**src/pudc_pkg.sv**
```systemverilog
// Package: constants and types for the presettable up/down counter
`default_nettype none
package pudc_pkg;
    localparam int unsigned CNT_W         = 4;
    localparam logic [3:0]  CNT_RST_VAL   = 4'h0;
    localparam logic [3:0]  CNT_MIN       = 4'h0;
    localparam logic [3:0]  CNT_MAX_BCD   = 4'h9;
    localparam logic [3:0]  CNT_MAX_BIN   = 4'hF;
    localparam int unsigned SYNC_STAGES   = 2;

    typedef enum logic [1:0] {
        PUDC_IDLE = 2'b00,
        PUDC_UP   = 2'b01,
        PUDC_DOWN = 2'b10
    } pudc_dir_t;
endpackage : pudc_pkg
`default_nettype wire

```
**src/pudc_sync.sv**
```systemverilog
// Two-flop synchroniser bank for asynchronous pin inputs
`timescale 1ns/1ps
`default_nettype none
module pudc_sync #(
    parameter int unsigned WIDTH = 1,
    parameter logic [WIDTH-1:0] RST_VAL = '0
) (
    // Clock, reset and enable
    input  wire logic             clk_i,
    input  wire logic             rstn_i,
    input  wire logic             en_i,
    // Data
    input  wire logic [WIDTH-1:0] d_i,
    output logic      [WIDTH-1:0] q_o
);
    logic [WIDTH-1:0] meta_q;

    always_ff @(posedge clk_i or negedge rstn_i) begin
        if (!rstn_i) begin
            meta_q <= RST_VAL;
            q_o    <= RST_VAL;
        end else if (en_i) begin
            meta_q <= d_i;
            q_o    <= meta_q;
        end
    end
endmodule : pudc_sync
`default_nettype wire

```
**src/pudc_counter.sv**
```systemverilog
// Presettable up/down counter with cascade carry and borrow outputs
`timescale 1ns/1ps
`default_nettype none
//  Function
//  - Count held in four flip-flops, shown on outputs with carry and borrow.
//  - Reset input high forces count low, overriding everything else.
//  - Load control low copies preset inputs into the count.
//  - Up strobe rising edge increments while down strobe is high.
//  - Down strobe rising edge decrements while up strobe is high.
//  - Carry and borrow stay high when no terminal count is signalled.
//  - At maximum while counting up, carry low while up strobe low.
//  - At minimum while counting down, borrow low while down strobe low.
module pudc_counter
    import pudc_pkg::*;
#(
    parameter bit DECIMAL = 1'b0
) (
    // Clock, reset and enable
    input  wire logic                       clk_i,
    input  wire logic                       rstn_i,
    input  wire logic                       en_i,
    // Control pins
    input  wire logic                       reset_i,
    input  wire logic                       load_control_low_i,
    input  wire logic                       count_up_i,
    input  wire logic                       count_down_i,
    // Preset inputs
    input  wire logic                       preset_input_bit0_i,
    input  wire logic                       preset_input_bit1_i,
    input  wire logic                       preset_input_bit2_i,
    input  wire logic                       preset_input_bit3_i,
    // Count and cascade outputs
    output logic                            count_out_bit0_o,
    output logic                            count_out_bit1_o,
    output logic                            count_out_bit2_o,
    output logic                            count_out_bit3_o,
    output logic                            carry_low_o,
    output logic                            borrow_low_o
);
    import pudc_pkg::*;

    // ----------------------------------------------------------------
    // Input synchronisers
    // ----------------------------------------------------------------
    logic [7:0] pins_raw;
    logic [7:0] pins_s;
    logic       rst_s;
    logic       load_n_s;
    logic       up_s;
    logic       dn_s;
    logic [3:0] preset_s;

    assign pins_raw = {preset_input_bit3_i, preset_input_bit2_i,
                       preset_input_bit1_i, preset_input_bit0_i,
                       count_down_i, count_up_i,
                       load_control_low_i, reset_i};

    // Idle strobes and load are high, reset held active until seen
    pudc_sync #(
        .WIDTH   (8),
        .RST_VAL (8'h0F)
    ) u_sync (
        .clk_i   (clk_i),
        .rstn_i  (rstn_i),
        .en_i    (en_i),
        .d_i     (pins_raw),
        .q_o     (pins_s)
    );

    assign rst_s    = pins_s[0];
    assign load_n_s = pins_s[1];
    assign up_s     = pins_s[2];
    assign dn_s     = pins_s[3];
    assign preset_s = pins_s[7:4];

    // ----------------------------------------------------------------
    // Edge detection and direction
    // ----------------------------------------------------------------
    logic      up_q;
    logic      dn_q;
    logic      up_rise;
    logic      dn_rise;
    pudc_dir_t dir_q;
    logic [3:0] cnt_q;
    logic [3:0] cnt_max;

    assign cnt_max = DECIMAL ? CNT_MAX_BCD : CNT_MAX_BIN;
    assign up_rise = up_s & ~up_q & dn_s;
    assign dn_rise = dn_s & ~dn_q & up_s;

    // Idle level is high, so no false edge follows reset
    always_ff @(posedge clk_i or negedge rstn_i) begin
        if (!rstn_i) begin
            up_q <= 1'b1;
        end else if (en_i) begin
            up_q <= up_s;
        end
    end

    // Same for the down strobe
    always_ff @(posedge clk_i or negedge rstn_i) begin
        if (!rstn_i) begin
            dn_q <= 1'b1;
        end else if (en_i) begin
            dn_q <= dn_s;
        end
    end

    // Wrap helpers; an illegal BCD code 10..15 steps on to zero
    function automatic logic [3:0] step_up(input logic [3:0] v,
                                           input logic [3:0] mx);
        step_up = (v >= mx) ? CNT_MIN : 4'(v + 4'h1);
    endfunction : step_up

    function automatic logic [3:0] step_dn(input logic [3:0] v,
                                           input logic [3:0] mx);
        step_dn = (v == CNT_MIN) ? mx : 4'(v - 4'h1);
    endfunction : step_dn

    // ----------------------------------------------------------------
    // Count register
    // ----------------------------------------------------------------
    // Reset and load act after two sync edges, not truly asynchronously;
    // the trade buys glitch-free pins at the cost of latency
    always_ff @(posedge clk_i or negedge rstn_i) begin
        if (!rstn_i) begin
            cnt_q <= CNT_RST_VAL;
        end else if (en_i) begin
            if (rst_s) begin
                cnt_q <= CNT_RST_VAL;
            end else if (!load_n_s) begin
                cnt_q <= preset_s;
            end else if (up_rise) begin
                cnt_q <= step_up(cnt_q, cnt_max);
            end else if (dn_rise) begin
                cnt_q <= step_dn(cnt_q, cnt_max);
            end
        end
    end

    // Last counting direction; reset and load clear it
    always_ff @(posedge clk_i or negedge rstn_i) begin
        if (!rstn_i) begin
            dir_q <= PUDC_IDLE;
        end else if (en_i) begin
            if (rst_s || !load_n_s) begin
                dir_q <= PUDC_IDLE;
            end else if (up_rise) begin
                dir_q <= PUDC_UP;
            end else if (dn_rise) begin
                dir_q <= PUDC_DOWN;
            end
        end
    end

    // ----------------------------------------------------------------
    // Cascade outputs
    // ----------------------------------------------------------------
    // Terminal flag follows the low half of the strobe, so the next
    // stage sees its rising edge as the strobe returns high
    function automatic logic term_low(input logic [3:0] v,
                                      input logic [3:0] bound,
                                      input logic       strobe_s,
                                      input logic       rst,
                                      input logic       load_n);
        // Pending reset or load masks the flag of a cleared stage
        term_low = (v == bound) & ~strobe_s & ~rst & load_n;
    endfunction : term_low

    logic carry_hit;
    logic borrow_hit;

    assign carry_hit  = term_low(cnt_q, cnt_max, up_s, rst_s, load_n_s);
    assign borrow_hit = term_low(cnt_q, CNT_MIN, dn_s, rst_s, load_n_s);

    // Carry only in up mode
    always_ff @(posedge clk_i or negedge rstn_i) begin
        if (!rstn_i) begin
            carry_low_o <= 1'b1;
        end else if (en_i) begin
            case (dir_q)
                PUDC_UP: begin
                    carry_low_o <= ~carry_hit;
                end
                PUDC_DOWN: begin
                    carry_low_o <= 1'b1;
                end
                default: begin
                    carry_low_o <= 1'b1;
                end
            endcase
        end
    end

    // Borrow only in down mode
    always_ff @(posedge clk_i or negedge rstn_i) begin
        if (!rstn_i) begin
            borrow_low_o <= 1'b1;
        end else if (en_i) begin
            case (dir_q)
                PUDC_UP: begin
                    borrow_low_o <= 1'b1;
                end
                PUDC_DOWN: begin
                    borrow_low_o <= ~borrow_hit;
                end
                default: begin
                    borrow_low_o <= 1'b1;
                end
            endcase
        end
    end

    assign count_out_bit0_o = cnt_q[0];
    assign count_out_bit1_o = cnt_q[1];
    assign count_out_bit2_o = cnt_q[2];
    assign count_out_bit3_o = cnt_q[3];
endmodule : pudc_counter
`default_nettype wire

```
**config.mk**
```make
export PLATFORM = sky130hd
export DESIGN_NAME = pudc_counter
export DESIGN_NICKNAME = d
export VERILOG_FILES = /design/src/pudc_pkg.sv /design/src/pudc_sync.sv /design/src/pudc_counter.sv
export SDC_FILE = /design/constraint.sdc
export NUM_CORES = 1
export LEC_CHECK = 0
export ABC_AREA = 1
export CAP_MARGIN = 10
export CORE_MARGIN = 1
export CORE_UTILIZATION = 45
export DETAILED_ROUTE_END_ITERATION = 8
export DONT_BUFFER_PORTS = 1
export GPL_TIMING_DRIVEN = 0
export PLACE_DENSITY_LB_ADDON = 0.05
export SYNTH_ARGS = -nofsm -noshare
export SYNTH_HDL_FRONTEND = slang
export SYNTH_SLANG_ARGS = --single-unit
```
**constraint.sdc**
```tcl
create_clock -name clk_i -period 1.5 [get_ports clk_i]
set_input_delay 0.225 -clock clk_i [delete_from_list [all_inputs] [get_ports clk_i]]
set_output_delay 0.225 -clock clk_i [all_outputs]
set_load 0.02 [all_outputs]
```
==> results of run 1 <==
[path summary, 6_finish.rpt]
| kind | startpoint | to | slack, ns | cells after the start |
|---|---|---|---|---|
| setup reg to reg | cnt_q[0] | cnt_q[0] | 0.12 | 8 |
| hold / removal | preset_input_bit1_i | u_sync.meta_q[5] | 0.02 | 2 |
| max in group asynchronous | rstn_i | u_sync.q_o[1] | 0.95 | 2 |
| setup / recovery | cnt_q[0] | cnt_q[0] | 0.12 | 8 |
| hold reg to reg | u_sync.meta_q[1] | u_sync.meta_q[1] | 0.47 | 2 |
| min in group asynchronous | rstn_i | cnt_q[3] | 0.31 | 2 |
[cells in the final DEF (no fill, tap or decap), types with 2 or more instances in the layout]
master,count
nand2_1,62
inv_1,14
dfstp_2,12
dfrtp_1,12
nand3_1,11
nor2_1,9
o21ai_0,7
inv_2,5
dlygate4sd3_1,5
a21oi_1,3
clkbuf_4,3
buf_2,2
clkbuf_1,2
nand3_4,2
nand4_1,2
o21ai_2,2
ha_2,2
dfrtp_2,2
[flip-flops by register name, indices dropped and copies added, names as in the netlist]
signal,count
carry_low_o,1
borrow_low_o,1
cnt_q,4
dir_q,2
u_sync.meta_q,8
up_q,1
dn_q,1
u_sync.q_o,8
[stage by stage]
stage | TNS, ns | std cells
5_1_grt | 0 | 201
3_3_place_gp | -0.0264 | 191
6_report | 0 | 201
3_5_place_dp | -0.0720 | 191
4_1_cts | 0 | 201
2_1_floorplan | 0 | 160
[cells by family after synthesis]
family / after synthesis / synth area share [%]
xor+xnor: 1 / 0.666
simple gates: 90 / 31.5
flops: 26 / 50.6
compound gates: 17 / 7.71
buf+inv: 24 / 7.61
fa+ha+maj: 2 / 1.90
[layout make-up]
| type | instances | area, sq um |
|---|---|---|
| buffer | 5 | 28.8 |
| clock buffer | 3 | 22.5 |
| clock inverter | 1 | 30.0 |
| fill | 298 | 1270 |
| inverter | 19 | 71.3 |
| multi-input combinational | 110 | 561 |
| sequential | 26 | 668 |
| tap | 31 | 38.8 |
| timing repair buffer | 6 | 70.1 |
[repair_timing]
action | in CTS | in global routing
setup endpoints to repair | 4 | 3
resized for setup | 2 | 5
hold endpoints to repair | 30 | 0
hold buffers | 6 | 0
[metal layers]
metal / global-route usage, % / share of wire (%)
met3: 3.26 / 3.6
met4: 6.27 / 1.6
met5: 0 / 0
met1: 22.2 / 48
met2: 27.7 / 47
[critical path: stages, from the launching register on]
cell and delay [ns]:
dfrtp_2 0.53, inv_2 0.11, ha_2 0.22, nand3_1 0.13, nand2_1 0.08, nand2_1 0.05, nand2_1 0.05, nand2_1 0.05
o21ai_1 0.10
[power by group through the flow]
| stage | combinational, mW | sequential [mW] | clock (mW) |
|---|---|---|---|
| detailed placement | 0.368 | 0.941 | 0 |
| CTS | 0.401 | 0.931 | 0.496 |
| global placement | 0.359 | 0.937 | 0 |
| global route | 0.475 | 0.951 | 0.521 |
| finish | 0.412 | 0.935 | 0.474 |
| floorplan | 0.312 | 0.918 | 0 |
[Yosys cell counts, drive strengths merged]
cell     n  area, sq um
nand2   63          244
inv     19         71.3
dfrtp   14          350
nand3   14          100
dfstp   12          315
nor2    11         57.6
o21ai   10         57.6
a21oi    4         20.0
buf      3         21.3
clkbuf   2         7.51
ha       2         25.0
nand4    2         12.5
a41oi    1         8.76
o22a     1         8.76
o22ai    1         6.26
xnor2    1         8.76
==> summary.txt, run 1 <==
Outcome
  • Outcome: complete, no violations

Die
  • Row count: 19
  • DIE WIDTH: 56.1 microns
  • Starting Density: 47.7%
  • Total Die Area: 0.00314 sq mm
  • Die height: 56.1 microns
  • I/O pin count: 17
  • Core region area: 0.00276 sq mm

STA
  • Setup-failing EPs final: 0
  • RSZ-0062 raised after global routing: false
  • Part of the cycle the worst path needs: 92.0%
  • Fin. max-slew vios: 0
  • Final hold violations: 0
  • Fin crit period: 1.38 ns
  • Worst-margin pin slew: 0.418 ns
  • Clock skew: 0.00768 ns
  • Worst Slack Setup Final: 0.120 ns
  • WHS: 0.0178 ns
  • Highest clock rate: 725 MHz
  • Worst slew margin: 72.2%

Power
  • Leakage: 0.728 nW
  • Internal power: 1.24 mW
  • Clock Power Share: 26.0%
  • Net switching power: 0.577 mW
  • Switching share of total power: 31.7%
  • Comb power frac: 22.6%
  • Part of the power in registers: 51.4%
  • Power consumption: 1.82 mW
  • PwrDens: 1220 mW/mm^2
  • Max IR drop VDD: 554 uV

Placed design
  • IO Port Bufs: 0
  • Gp weighted congestion: 0.832
  • HPWL after DPL: 1690 microns
  • Post-DP Area: 0.00135 sq mm
  • Post-Place Worst Slack: -0.0401 ns

CTS
  • Worst-Skew Late Latency: 0.32 ns
  • H-tree lvl count: 1
  • CTS sink cnt: 26
  • Setup Buffers After CTS: 0
  • CTS Buf Count: 3
  • Clk root buf: clkbuf_4
  • CTS tree: built
  • Deepest clock path buffer count: 2
  • Clk slew on worst S/H paths: 0.13 ns

Synthesis
  • Synth Register Bits: 26
  • Post-synthesis sequential area ratio: 50.6%
  • Syn_nets: 173
  • Post-synthesis cell type count: 24
  • Cells after Synth: 160
  • Mapped Avg Cell Area: 8.22 sq um
  • Syn Std Cell Area: 0.00132 sq mm
  • Ys Warns: 0

Flow run
  • Max cap viols: 0

Global route
  • Total congestion overflow: 0
  • First-pass GRT wire length: 4170 microns
  • Initial antenna violation count: 0
  • Vias in the first global route: 960
  • Total track usage: 16.9%
  • Pin count of the biggest net entering global routing: 27

Worst setup path
  • CP endpoint kind: flop
  • WS Path Type: reg2reg
  • CP max FO: 7
  • Startpoint Class: flop
  • Worst EP required: 1.75 ns
  • Crit path arrival time: 1.63 ns

Detailed routing
  • Drt total wl: 2340 microns
  • Mean routed wirelength per cell: 11.6 microns
  • Final ANT Viol Nets: 0
  • Routed via count: 989
  • Residual DRC count: 0
  • DRT Pass-1 Iters: 4
  • DR iter-0 viols: 51
  • Via-to-Cell Ratio: 4.92

Finish
  • Fraction of layout cells with a size suffix above 1: 22.4%
  • Number of diodes: 0
  • Final Instance Area: 0.00149 sq mm
  • Nets: 184
  • Area growth syn-to-layout: 13.3%
  • Final core utilization: 54.0%

Hold path
  • Hold Path Class: in2reg
(Power assumes the default switching activity.)
==> inputs of run 2 (changes only) <==
ABC_AREA = 0   (was 1)
RECOVER_POWER = 25   (was not set)
==> summary.txt, run 2 <==
Synthesis
  • Most frequent cell after synthesis: mux2_2
  • Cells after Synth: 100
  • XOR/XNOR share of the synthesized area: 0.700%
  • Post-synth top cells: mux2_2, dfrtp_1, dfstp_2
  • Synth Area in Compound Gates: 14.0%
  • Synth async-reset ratio: 100%
  • Simple-gate share of the synthesized area: 9.00%
  • Syn_nets: 113
  • Synth Register Bits: 26
  • Area share of the largest cell type after synthesis: 28.0%
  • Syn Std Cell Area: 0.00125 sq mm
  • Area leader, netlist: dfrtp_1
  • Multiplexer share of the synthesized area: 17.8%
  • Adder-cell share of the synthesized area: 2.00%
  • Main synth FF type: dfrtp_1
  • Post-synthesis sequential area ratio: 53.2%
  • Ys Warns: 0
  • Post-synth EDFFs: 0
  • Post-synthesis cell type count: 33
  • Mapped Avg Cell Area: 12.5 sq um
  • Top cells by area, synth: dfrtp_1, dfstp_2, mux2_2
  • Largest family of logic cells by synthesized area: multiplexers

Power
  • Switching share of total power: 31.2%
  • Net switching power: 0.636 mW
  • PwrDens: 1430 mW/mm^2
  • Internal power: 1.40 mW
  • Power consumption: 2.04 mW
  • Comb power frac: 25.5%
  • Part of the power in registers: 50.9%
  • Clock Power Share: 23.6%
  • Max IR drop VDD: 935 uV
  • Leakage: 0.596 nW

STA
  • Clock skew: 0.00721 ns
  • RSZ-0062 raised after global routing: true
  • Fin crit period: 1.65 ns
  • Final hold violations: 0
  • Highest clock rate: 607 MHz
  • Setup-failing EPs final: 3
  • Worst Slack Setup Final: -0.147 ns
  • Worst-margin pin slew: 0.625 ns
  • Fin. max-slew vios: 0
  • Worst slew margin: 58.3%
  • Part of the cycle the worst path needs: 110%
  • WHS: 0.0400 ns

Global route
  • Total congestion overflow: 0
  • First-pass GRT wire length: 3630 microns
  • Initial antenna violation count: 0
  • Vias in the first global route: 762
  • Total track usage: 17.6%
  • Pin count of the biggest net entering global routing: 27

Placed design
  • Post-DP Area: 0.00130 sq mm
  • Dpl cells: 130
  • IO Port Bufs: 0
  • Post-Place Worst Slack: -0.149 ns
  • HPWL after DPL: 1410 microns
  • Gp weighted congestion: 0.694

Hold path
  • Hold Path Class: in2reg

Detailed routing
  • Routed via count: 784
  • DRT Pass-1 Iters: 4
  • Final ANT Viol Nets: 0
  • Via-to-Cell Ratio: 5.64
  • Drt total wl: 2170 microns
  • Residual DRC count: 0
  • Mean routed wirelength per cell: 15.6 microns
  • DR iter-0 viols: 5

Die
  • Row count: 18
  • DIE WIDTH: 54.7 microns
  • I/O pin count: 17
  • Total Die Area: 0.00300 sq mm
  • Core region area: 0.00254 sq mm
  • Starting Density: 49.2%
  • Die height: 54.7 microns

Worst setup path
  • CP max FO: 8
  • Crit path arrival time: 1.93 ns
  • Startpoint Class: flop
  • WS Path Type: reg2reg
  • CP endpoint kind: flop
  • Worst EP required: 1.78 ns

CTS
  • CTS Buf Count: 3
  • Deepest clock path buffer count: 2
  • Clk slew on worst S/H paths: 0.14 ns
  • CTS tree: built
  • CTS sink cnt: 26
  • H-tree lvl count: 1
  • Worst-Skew Late Latency: 0.33 ns
  • Clk root buf: clkbuf_4

Outcome
  • Failing checks: negative setup slack
  • Outcome: complete, but fails checks

Finish
  • Nets: 123
  • Commonest non-fill, non-tap cells in the layout: mux2_2, dfstp_2, dfrtp_1, nor2_1, buf_4
  • Most common cell after layout, fill and taps aside: mux2_2
  • Area growth syn-to-layout: 13.8%
  • Biggest registers after layout: u_sync.meta_q x8, u_sync.q_o x8, cnt_q x4
  • Final Instance Area: 0.00142 sq mm
  • Fraction of layout cells with a size suffix above 1: 53.2%
  • Non-Filler Instances: 139
  • Number of diodes: 0

Flow run
  • Max cap viols: 0
-- run 2: cell count changes after synthesis, sizes merged, moves of 3 or more --
cell / delta
a21o: +3
o21ai: -4
inv: -14
nand2: -60
nand3: -12
nor2: -5
mux2: +18
o31ai: +3
-- run 2: stage by stage --
stage	util [%]	TNS (ns)
finish	55.9	-0.325
global route	55.9	-0.641
CTS	56.3	-0.342
detailed placement	51.2	-0.428
global placement	51.2	-0.348
floorplan	-	-0.00375
-- run 2: final timing paths --
kind                                     startpoint                to  slack, ns  cells past startpoint
min in group asynchronous                    rstn_i          cnt_q[0]       0.44                      2
worst max register to register             cnt_q[0]          cnt_q[3]      -0.15                      7
worst min-delay path            preset_input_bit0_i  u_sync.meta_q[4]       0.04                      1
worst min register to register     u_sync.meta_q[7]     u_sync.q_o[7]       0.49                      2
max in group asynchronous                    rstn_i          cnt_q[1]       0.63                      2
worst max-delay path                       cnt_q[0]          cnt_q[3]      -0.15                      7
-- run 2: kinds of logic after synthesis --
group,Yosys count
mux,20
fa+ha+maj,2
xor+xnor,1
buf+inv,9
compound gates,23
simple gates,19
flops,26
-- run 2: timing repair --
item | 4_1_cts | 5_1_grt
setup buffers | 3 | 0
hold buffers | 2 | 0
gates resized for setup | 4 | 2
endpoints found under the hold margin | 26 | 0
setup endpoints to repair | 5 | 6
pin swaps | 2 | 1
-- run 2: final cells by class --
type | instances | area [sq um]
Fill cell | 229 | 1120
Timing Repair Buffer | 5 | 37.5
Multi-Input combinational cell | 65 | 587
Clock inverter | 1 | 30.0
Clock buffer | 3 | 22.5
Tap cell | 30 | 37.5
Sequential cell | 26 | 668
Inverter | 5 | 18.8
Buffer | 4 | 22.5
-- run 2: worst max-delay path, cell delays in order, from the launching register on --
cell and delay (ns):
dfrtp_2 0.54, inv_2 0.12, ha_4 0.14, o21ba_2 0.15
o311ai_1 0.27, o311ai_1 0.16, o21ai_1 0.10, a22o_2 0.14
-- run 2: per-layer routing --
| metal | GRT usage [%] | wire length, microns | vias up |
|---|---|---|---|
| met5 | 0 | 0 | - |
| met2 | 26.5 | 987 | 19 |
| li1 | - | - | 383 |
| met3 | 5.83 | 109 | 2 |
| met1 | 23.3 | 1050 | 380 |
| met4 | 6.41 | 20 | 0 |
-- run 2: power groups by stage --
stage	clock [mW]	sequential (mW)	combinational, mW
finish	0.482	1.04	0.520
global route	0.519	1.07	0.572
CTS	0.499	1.04	0.518
detailed placement	0	1.04	0.456
global placement	0	1.04	0.446
floorplan	0	1.00	0.394
==> inputs of run 3 (changes only) <==
SKIP_CTS_REPAIR_TIMING = 1   (was not set)
TNS_END_PERCENT = 50   (was not set)
==> summary.txt, run 3 (synthesis gave the netlist of run 2 again) <==
STA
  • RSZ-0062 raised after global routing: true
  • Fin. max-slew vios: 0
  • Part of the cycle the worst path needs: 110%
  • Worst-margin pin slew: 0.636 ns
  • Worst slew margin: 57.6%
  • Final hold violations: 0
  • Fin crit period: 1.65 ns
  • Setup-failing EPs final: 3
  • Worst Slack Setup Final: -0.147 ns
  • Highest clock rate: 607 MHz
  • Clock skew: 0.00121 ns

Die
  • Core region area: 0.00254 sq mm
  • Starting Density: 49.2%
  • Total Die Area: 0.00300 sq mm
  • DIE WIDTH: 54.7 microns
  • I/O pin count: 17
  • Row count: 18
  • Die height: 54.7 microns

Finish
  • Fill count: 231
  • Most common cell after layout, fill and taps aside: mux2_2
  • Fraction of layout cells with a size suffix above 1: 52.3%
  • Register area: 668 sq um
  • Nets: 121
  • Commonest non-fill, non-tap cells in the layout: mux2_2, dfstp_2, dfrtp_1, nor2_1
  • Number of diodes: 0
  • Biggest registers after layout: u_sync.meta_q x8, u_sync.q_o x8, cnt_q x4
  • Area growth syn-to-layout: 13.1%
  • Multi-input gate area: 593 sq um
  • Non-Filler Instances: 137

CTS
  • CTS sink cnt: 26
  • Clk root buf: clkbuf_4
  • CTS tree: built
  • Worst-Skew Late Latency: 0.32 ns
  • CTS Buf Count: 3
  • Deepest clock path buffer count: 2
  • Clk slew on worst S/H paths: 0.14 ns
  • H-tree lvl count: 1

Detailed routing
  • DR iter-0 viols: 0
  • Drt total wl: 2080 microns
  • Mean routed wirelength per cell: 15.2 microns
  • Via-to-Cell Ratio: 5.59
  • Final ANT Viol Nets: 0
  • DRT Pass-1 Iters: 1
  • Residual DRC count: 0
  • Routed via count: 766

Placed design
  • HPWL after DPL: 1410 microns
  • Gp weighted congestion: 0.694
  • IO Port Bufs: 0
  • Dpl cells: 130

Power
  • Max IR drop VDD: 940 uV
  • Power consumption: 2.05 mW
  • Leakage: 0.588 nW
  • PwrDens: 1450 mW/mm^2

Worst setup path
  • Delay-heaviest family, CP: compound AO/OA/AOI/OAI gates
  • CP endpoint kind: flop
  • Slowest stage cell, crit path: dfrtp_2
  • CP Buf/Inv Count: 1
  • WS Path Type: reg2reg
  • Worst EP required: 1.73 ns
  • CP max FO: 8
  • Startpoint Class: flop
  • Crit-path most repeated cell: o311ai_1
  • CP Cell Sequence: inv_2 > ha_4 > o21ba_2 > o311ai_1 > o311ai_1 > o21ai_1 > a22o_2
  • Crit-path max cell delay: 0.55 ns
  • Crit path arrival time: 1.88 ns

Global route
  • Pin count of the biggest net entering global routing: 27
  • Vias in the first global route: 761
  • First-pass GRT wire length: 3500 microns
  • Total track usage: 17.0%
  • Initial antenna violation count: 0
  • Total congestion overflow: 0

Hold path
  • Hold Path Class: in2reg

Flow run
  • Max cap viols: 0

Outcome
  • Failing checks: negative setup slack
  • Outcome: complete, but fails checks
[run 3: report_power, final]
part	total (mW)	leakage (nW)	switching, mW	internal [mW]
Sequential	1.05	0.297	0.209	0.838
Clock	0.480	0.0279	0.210	0.270
Combinational	0.524	0.263	0.222	0.302
Total	2.05	0.588	0.641	1.41
[run 3: final cells by class]
| cell class | count | share of cell area [%] |
|---|---|---|
| plain buffers | 4 | 1.59 |
| clock buffers | 3 | 1.59 |
| clock inverters | 1 | 2.12 |
| inverters | 5 | 1.33 |
| multi-input cells | 65 | 41.9 |
| flip-flops and latches | 26 | 47.2 |
| well taps | 30 | 2.65 |
| repair buffers | 3 | 1.59 |
[run 3: per-stage QoR]
stage / area (sq um) / hold WS (ns) / setup TNS, ns / setup WS, ns / util, %
floorplan: 1270 / -0.0706 / -0.00375 / -0.00375 / -
global placement: 1300 / -0.0699 / -0.348 / -0.132 / 51.2
detailed placement: 1300 / -0.0699 / -0.428 / -0.149 / 51.2
CTS: 1360 / -0.448 / -0.564 / -0.180 / 53.3
global route: 1420 / 0.0209 / -0.644 / -0.230 / 55.6
finish: 1420 / 0.0374 / -0.339 / -0.147 / 55.6
[run 3: per-layer routing]
metal / up-vias / share of wire (%) / global-route usage, %
met5: - / 0 / 0
met4: 0 / 1.3 / 6.84
met3: 5 / 4.8 / 6.11
met2: 17 / 43 / 26.1
met1: 366 / 51 / 21.4
li1: 378 / - / -
[run 3: worst reg2reg max path: cells and delay by family, from the launching register on]
kind,cells,cell delay [ns]
buffers and inverters,1,0.09
AOI/OAI and AO/OA,5,0.75
DFF,1,0.55
adders and majority gates,1,0.17
[run 3: worst paths after layout]
path | slack, ns | start | endpoint | depth (start not counted)
setup / recovery | -0.15 | cnt_q[0] | cnt_q[3] | 7
hold / removal | 0.04 | preset_input_bit0_i | u_sync.meta_q[4] | 1
setup reg to reg | -0.15 | cnt_q[0] | cnt_q[3] | 7
hold reg to reg | 0.50 | u_sync.meta_q[7] | u_sync.q_o[7] | 2
max in group asynchronous | 0.62 | rstn_i | cnt_q[1] | 2
min in group asynchronous | 0.43 | rstn_i | dir_q[1] | 2
